## src/inc/fesc_defs.vh

```
`ifndef FESC_DEFS_VH
`define FESC_DEFS_VH

// ****************************************
// Command codes.
// ****************************************
`define FESC_CMD_READ_ARRAY 8'hFF
`define FESC_CMD_READ_STAT  8'h70
`define FESC_CMD_CLR_STAT   8'h50
`define FESC_CMD_ERASE_SET  8'h20
`define FESC_CMD_CONFIRM    8'hD0
`define FESC_CMD_SUSPEND    8'hB0

// ****************************************
// Status bit positions.
// ****************************************
`define FESC_SR_READY   7
`define FESC_SR_SUSP    6
`define FESC_SR_ERASE   5
`define FESC_SR_PROG    4

// ****************************************
// Timing, in ns, and cycle counts at 100 MHz.
// ****************************************
`define FESC_CLK_NS        10
`define FESC_T_RP_CE_NS    480
`define FESC_T_HV_WE_NS    480
`define FESC_T_PULSE_NS    40
`define FESC_T_HOLD_NS     10
`define FESC_RP_CE_CYC  ((`FESC_T_RP_CE_NS + `FESC_CLK_NS - 1) / `FESC_CLK_NS)
`define FESC_HV_CYC     ((`FESC_T_HV_WE_NS + `FESC_CLK_NS - 1) / `FESC_CLK_NS)
`define FESC_PULSE_CYC  ((`FESC_T_PULSE_NS + `FESC_CLK_NS - 1) / `FESC_CLK_NS)
`define FESC_HOLD_CYC   ((`FESC_T_HOLD_NS + `FESC_CLK_NS - 1) / `FESC_CLK_NS)

`endif

```

## src/rtl/fesc_host.v

```verilog
// Function
// - Poll ready bit, toggle enable between reads (no polling here; the test waits a fixed 220 cycles)
// - During suspend read other blocks, resume D0
// - Write latched on chip enable rising edge
// - Wait 480 ns after reset release
// - Unlock voltage 480 ns around write enable
`timescale 1ns/1ps
`include "fesc_defs.vh"

module fesc_host (
  input  wire        mclk,
  input  wire        rstn,
  input  wire        req_valid,
  input  wire        req_write,
  input  wire        req_unlock,
  input  wire [16:0] req_addr,
  input  wire [7:0]  req_data,
  input  wire        rp_release,
  output reg         req_ready,
  output reg         rsp_valid,
  output reg  [7:0]  rsp_data,
  output reg  [16:0] flash_addr,
  output reg  [7:0]  flash_dq_out,
  output reg         flash_dq_oe,
  input  wire [7:0]  flash_dq_in,
  output reg         flash_ce_n,
  output reg         flash_we_n,
  output reg         flash_oe_n,
  output reg         flash_oe_hv_en,
  output reg         reset_powerdown_pin_n
);

  // ****************************************
  // States.
  // ****************************************
  localparam [2:0] ST_RESET = 3'd0;
  localparam [2:0] ST_WAIT  = 3'd1;
  localparam [2:0] ST_IDLE  = 3'd2;
  localparam [2:0] ST_HVPRE = 3'd3;
  localparam [2:0] ST_PULSE = 3'd4;
  localparam [2:0] ST_HOLD  = 3'd5;
  localparam [2:0] ST_HVPST = 3'd6;
  localparam [2:0] ST_GAP   = 3'd7;

  // ****************************************
  // Cycle counts, cut to the counter width.
  // ****************************************
  localparam integer RP_CYC_I    = `FESC_RP_CE_CYC;
  localparam integer HV_CYC_I    = `FESC_HV_CYC;
  localparam integer PULSE_CYC_I = `FESC_PULSE_CYC;
  localparam integer HOLD_CYC_I  = `FESC_HOLD_CYC;

  localparam [8:0] RP_CYC    = RP_CYC_I[8:0];
  localparam [8:0] HV_CYC    = HV_CYC_I[8:0];
  localparam [8:0] PULSE_CYC = PULSE_CYC_I[8:0];
  localparam [8:0] HOLD_CYC  = HOLD_CYC_I[8:0];

  reg [2:0] state_q;
  reg [8:0] cnt_q;
  reg       wr_q;
  reg       hv_q;

  // ****************************************
  // Bus sequencer.
  // ****************************************
  always @(posedge mclk or negedge rstn) begin
    // ****************************************
    // Reset values.
    // ****************************************
    if (!rstn) begin
      state_q               <= ST_RESET;
      cnt_q                 <= 9'h000;
      wr_q                  <= 1'b0;
      hv_q                  <= 1'b0;
      req_ready             <= 1'b0;
      rsp_valid             <= 1'b0;
      rsp_data              <= 8'h00;
      flash_addr            <= 17'h00000;
      flash_dq_out          <= 8'h00;
      flash_dq_oe           <= 1'b0;
      flash_ce_n            <= 1'b1;
      flash_we_n            <= 1'b1;
      flash_oe_n            <= 1'b1;
      flash_oe_hv_en        <= 1'b0;
      reset_powerdown_pin_n <= 1'b0;
    end else begin
      // ****************************************
      // The response strobe lasts one cycle.
      // ****************************************
      rsp_valid <= 1'b0;
      case (state_q)
        // ****************************************
        // Hold the flash in reset.
        // ****************************************
        ST_RESET: begin
          if (rp_release) begin
            reset_powerdown_pin_n <= 1'b1;
            cnt_q                 <= RP_CYC;
            state_q               <= ST_WAIT;
          end
        end

        // ****************************************
        // Recovery time after reset release.
        // ****************************************
        ST_WAIT: begin
          if (cnt_q > 9'h001) begin
            cnt_q <= cnt_q - 9'h001;
          end else begin
            req_ready <= 1'b1;
            state_q   <= ST_IDLE;
          end
        end

        // ****************************************
        // Take a request.
        // ****************************************
        ST_IDLE: begin
          if (!rp_release) begin
            reset_powerdown_pin_n <= 1'b0;
            req_ready             <= 1'b0;
            state_q               <= ST_RESET;
          end else if (req_valid) begin
            req_ready    <= 1'b0;
            wr_q         <= req_write;
            hv_q         <= req_write & req_unlock;
            flash_addr   <= req_addr;
            flash_dq_out <= req_data;
            flash_dq_oe  <= req_write;
            if (req_write && req_unlock) begin
              flash_oe_hv_en <= 1'b1;
              cnt_q          <= HV_CYC;
              state_q        <= ST_HVPRE;
            end else begin
              flash_we_n <= ~req_write;
              cnt_q      <= PULSE_CYC;
              state_q    <= ST_PULSE;
            end
          end
        end

        // ****************************************
        // Unlock voltage setup before write enable.
        // ****************************************
        ST_HVPRE: begin
          if (cnt_q > 9'h001) begin
            cnt_q <= cnt_q - 9'h001;
          end else begin
            flash_we_n <= 1'b0;
            cnt_q      <= PULSE_CYC;
            state_q    <= ST_PULSE;
          end
        end

        // ****************************************
        // Chip enable pulse of full width.
        // ****************************************
        ST_PULSE: begin
          if (flash_ce_n) begin
            flash_ce_n <= 1'b0;
            flash_oe_n <= wr_q;
          end else if (cnt_q > 9'h001) begin
            cnt_q <= cnt_q - 9'h001;
          end else begin
            flash_ce_n <= 1'b1;
            flash_oe_n <= 1'b1;
            if (!wr_q) begin
              rsp_data  <= flash_dq_in;
              rsp_valid <= 1'b1;
            end
            cnt_q   <= HOLD_CYC;
            state_q <= ST_HOLD;
          end
        end

        // ****************************************
        // Address and data hold after chip enable.
        // ****************************************
        ST_HOLD: begin
          if (cnt_q > 9'h001) begin
            cnt_q <= cnt_q - 9'h001;
          end else begin
            flash_we_n  <= 1'b1;
            flash_dq_oe <= 1'b0;
            cnt_q       <= HV_CYC;
            state_q     <= hv_q ? ST_HVPST : ST_GAP;
          end
        end

        // ****************************************
        // Unlock voltage hold after write enable.
        // ****************************************
        ST_HVPST: begin
          if (cnt_q > 9'h001) begin
            cnt_q <= cnt_q - 9'h001;
          end else begin
            flash_oe_hv_en <= 1'b0;
            state_q        <= ST_GAP;
          end
        end

        // ****************************************
        // Gap before the next request.
        // ****************************************
        ST_GAP: begin
          req_ready <= 1'b1;
          state_q   <= ST_IDLE;
        end
        default: begin
          state_q <= ST_RESET;
        end
      endcase
    end
  end

endmodule // fesc_host

```

## config.mk

```make
export PLATFORM = sky130hd
export DESIGN_NAME = fesc_host
export DESIGN_NICKNAME = d
export VERILOG_FILES = /design/src/rtl/fesc_host.v
export VERILOG_INCLUDE_DIRS = /design/src /design/src/inc
export SDC_FILE = /design/constraint.sdc
export NUM_CORES = 1
export LEC_CHECK = 0
export BUFFER_PORTS_ARGS = -buffer_cell sky130_fd_sc_hd__buf_2
export CAP_MARGIN = 20
export CORE_MARGIN = 4
export CORE_UTILIZATION = 55
export CTS_BUF_LIST = sky130_fd_sc_hd__clkbuf_8
export DETAILED_ROUTE_END_ITERATION = 6
export PLACE_DENSITY = 0.85
export SLEW_MARGIN = 20
export SYNTH_ARGS = -nofsm -noshare
export SYNTH_HDL_FRONTEND = slang
export SYNTH_SLANG_ARGS = --single-unit
```

## constraint.sdc

```tcl
create_clock -name mclk -period 4.8 [get_ports mclk]
set_input_delay 0.48 -clock mclk [delete_from_list [all_inputs] [get_ports mclk]]
set_output_delay 0.48 -clock mclk [all_outputs]
set_load 0.01 [all_outputs]
```

==> impl_metrics.toml <==
[cells_and_area]
num_antenna_cells = 0
final_nets = 395
areaGrowthSynthToFinish_pct = 18.6
multi_input_area_um2 = 1180
final_core_util_pct = 67.1
design_area_um2 = 3150
fillCellCount = 381
seq_area_um2 = 1380
final_cells = 409
final_layout_size_suffix_gt1_share_pct = 29.3

[detailed_routing]
finalWirelength_um = 5770
ant_nets = 0
firstDrtPassIters = 4
drc_errors = 0
viasPerCell = 5.56
drt_iter0_drc = 125
wl_per_cell_um = 14.1
via_count = 2273

[worst_setup_path]
critPathKind = "reg -> reg"
critPathMaxFanout = 12
crit_end = "rsp_data[5]"
crit_start = "cnt_q[2]"
r2r-start = "cnt_q[2]"
start_kind = "register"
cp-end-kind = "register"
worstPathArrival_ps = 2860
worst_r2r_path_depth = 4
reg2reg_slack_ps = 2150
r2r-end = "rsp_data[5]"
worstPathRequired_ps = 5010

[cts]
clk_pin_slew_worst_paths_ps = 100
h-tree-depth = 2
cts_tree = "yes"
numCtsBuffers = 5
clock_latency_ps = 320
cts-root-buf = "clkbuf_8"
clock_path_buffers = 2
cts_sinks = 55
cts_setup_buffers = 0
cts.repair.resized = 0
holdBufCountCts = 0

[placement]
dp_slack_ps = 2110
port_buffers = 79
place.gp.congestion = 0.850
dp_hpwl_um = 4090
dp_cells = 401
dpl-instance-area_um2 = 3050

[timing]
setup_viol = 0
final.min_clock_period_ps = 2650
clock-skew-final_ps = 7.38
max_freq_mhz = 377
hold_violations = 0
max_slew.worst_pin.slew_ps = 942
period_share_pct = 55.3
slew_violations = 0
rsz0062_at_grt = "no"
worst_slack_ps = 2150
slew_headroom_pct = 37.2
tns_ps = 0
whs_ps = 269

[grt]
antenna_found_initial = 0
grtUsageMet2_pct = 32.5
overflow = 0
grt_max_degree = 56
gr-max-usage-layer = "met2"
grt_pass1_wl_um = 10000
use_met1_pct = 28.4
grt_use_total_pct = 20.5
grt_pass1_vias = 2148
grtUsageMet3_pct = 4.99

[pwr]
powerDensity_nw_per_um2 = 561
seqPwrFrac_pct = 45.0
swShare_pct = 39.6
power.share.clock_pct = 14.8
combPwrFrac_pct = 40.2
finalPower_mw = 1.77
power.leakage_nw = 1.72
ir_worst_vdd_mv = 0.274
p_int_mw = 1.07
power_switching_uw = 700

[logic_synthesis]
syn_nets = 324
syn_area_um2 = 2660
synth_top_cell_area_share_pct = 49.0
ys_types = 47
synth_flop_cell = "dfrtp_1"
synth_edf_count = 0
synth_largest_area_cell = "dfrtp_1"
yosysSeqAreaShare_pct = 52.0
postSynthCellCount = 283
ys_warn_count = 0
yosys-top-cells-area = "dfrtp_1 49%, nand2_1 13%, mux2_4 4.5%"
synth-seq-cells = 55
syn_avg_cell_area_um2 = 9.38
async_flop_share_pct = 100

[outcome]
status = "completed"

[hold_path]
hp-class = "in -> async"

[floorplan]
initial_core_util_pct = 56.6
die_area_um2 = 6000
ios = 80
core_area_um2 = 4690
rows = 25
fp.dieW_um = 77.5
fp.dieH_um = 77.5

[flow_run]
drv_cap = 0
state kept, by name (all words and copies together) (netlist names):
register	count
flash_oe_hv_en	1
reset_powerdown_pin_n	1
flash_oe_n	1
flash_we_n	1
flash_addr	17
hv_q	1
rsp_valid	1
wr_q	1
flash_dq_out	8
state_q	3
flash_ce_n	1
cnt_q	9
flash_dq_oe	1
req_ready	1
rsp_data	8
worst max-delay path, cell delays in order, from the launching register on:
cell,delay [ps]
dfrtp_1,460
nor4_4,320
nand4b_1,470
or4_1,900
mux2_4,390
cell type report:
class                   instances  share of cell area [%]
flip-flops and latches         55                    43.8
multi-input cells             205                    37.5
repair buffers                 80                    12.8
clock buffers                   5                    2.19
well taps                      54                    2.15
inverters                       7                   0.835
clock inverters                 3                   0.715
logic make-up (layout without fill, tap and decap cells):
kind of cell,count (synthesis),in the layout,synth area share [%]
fa+ha+maj,2,2,0.942
compound gates,60,60,14.8
xor+xnor,1,1,0.330
simple gates,131,131,22.4
mux,11,11,5.70
flops,55,55,52.0
buf+inv,23,95,3.77
per-layer routing:
metal / vias up / part of all wire, % / wire length, µm
met1: 1069 / 46 / 2640
met5: - / 0 / 0
li1: 1110 / - / -
met3: 12 / 7.0 / 405
met4: 0 / 1.3 / 74
met2: 82 / 46 / 2660
synthesized netlist by cell type, types with 3 or more instances:
master	instances
nand2_1	91
dfrtp_1	52
o21ai_0	15
a21oi_1	14
nor2_1	10
clkbuf_1	9
mux2_4	8
inv_1	7
nand2b_1	6
nand3_1	6
a31oi_1	5
buf_2	5
nor3_1	4
a211oi_1	3
a21o_1	3
dfstp_2	3
o22a_1	3
worst min-delay path by stage:
| stage | start | slack [ps] | end | depth (start not counted) |
|---|---|---|---|---|
| 2_1_floorplan | rstn | 180 | cnt_q[0] | 0 |
| 3_3_place_gp | flash_dq_out[4] | 450 | flash_dq_out[4] | 2 |
| 3_5_place_dp | flash_dq_out[5] | 460 | flash_dq_out[5] | 2 |
| 4_1_cts | rstn | 290 | flash_addr[5] | 2 |
| 5_1_grt | req_data[7] | 340 | flash_dq_out[7] | 3 |
| 6_report | rstn | 270 | cnt_q[7] | 2 |
layout by cell type, fill, tap and decap left out, types with 4 or more instances in the layout:
cell,netlist,routed
nor2_1,10,10
nand2b_1,6,6
mux2_4,8,8
a21oi_1,14,14
nand3_1,6,5
dfrtp_1,52,52
nand2_1,91,91
buf_2,5,79
clkbuf_8,0,5
o21ai_0,15,15
nor3_1,4,4
a31oi_1,5,5
inv_1,7,7
power by group through the flow:
stage	sequential, mW	clock [mW]	combinational (mW)
2_1_floorplan	0.793	0	0.479
3_3_place_gp	0.796	0	0.691
3_5_place_dp	0.799	0	0.706
4_1_cts	0.792	0.273	0.713
5_1_grt	0.820	0.291	0.798
6_report	0.796	0.262	0.710
Note: power is estimated with default switching activity, not from simulation.
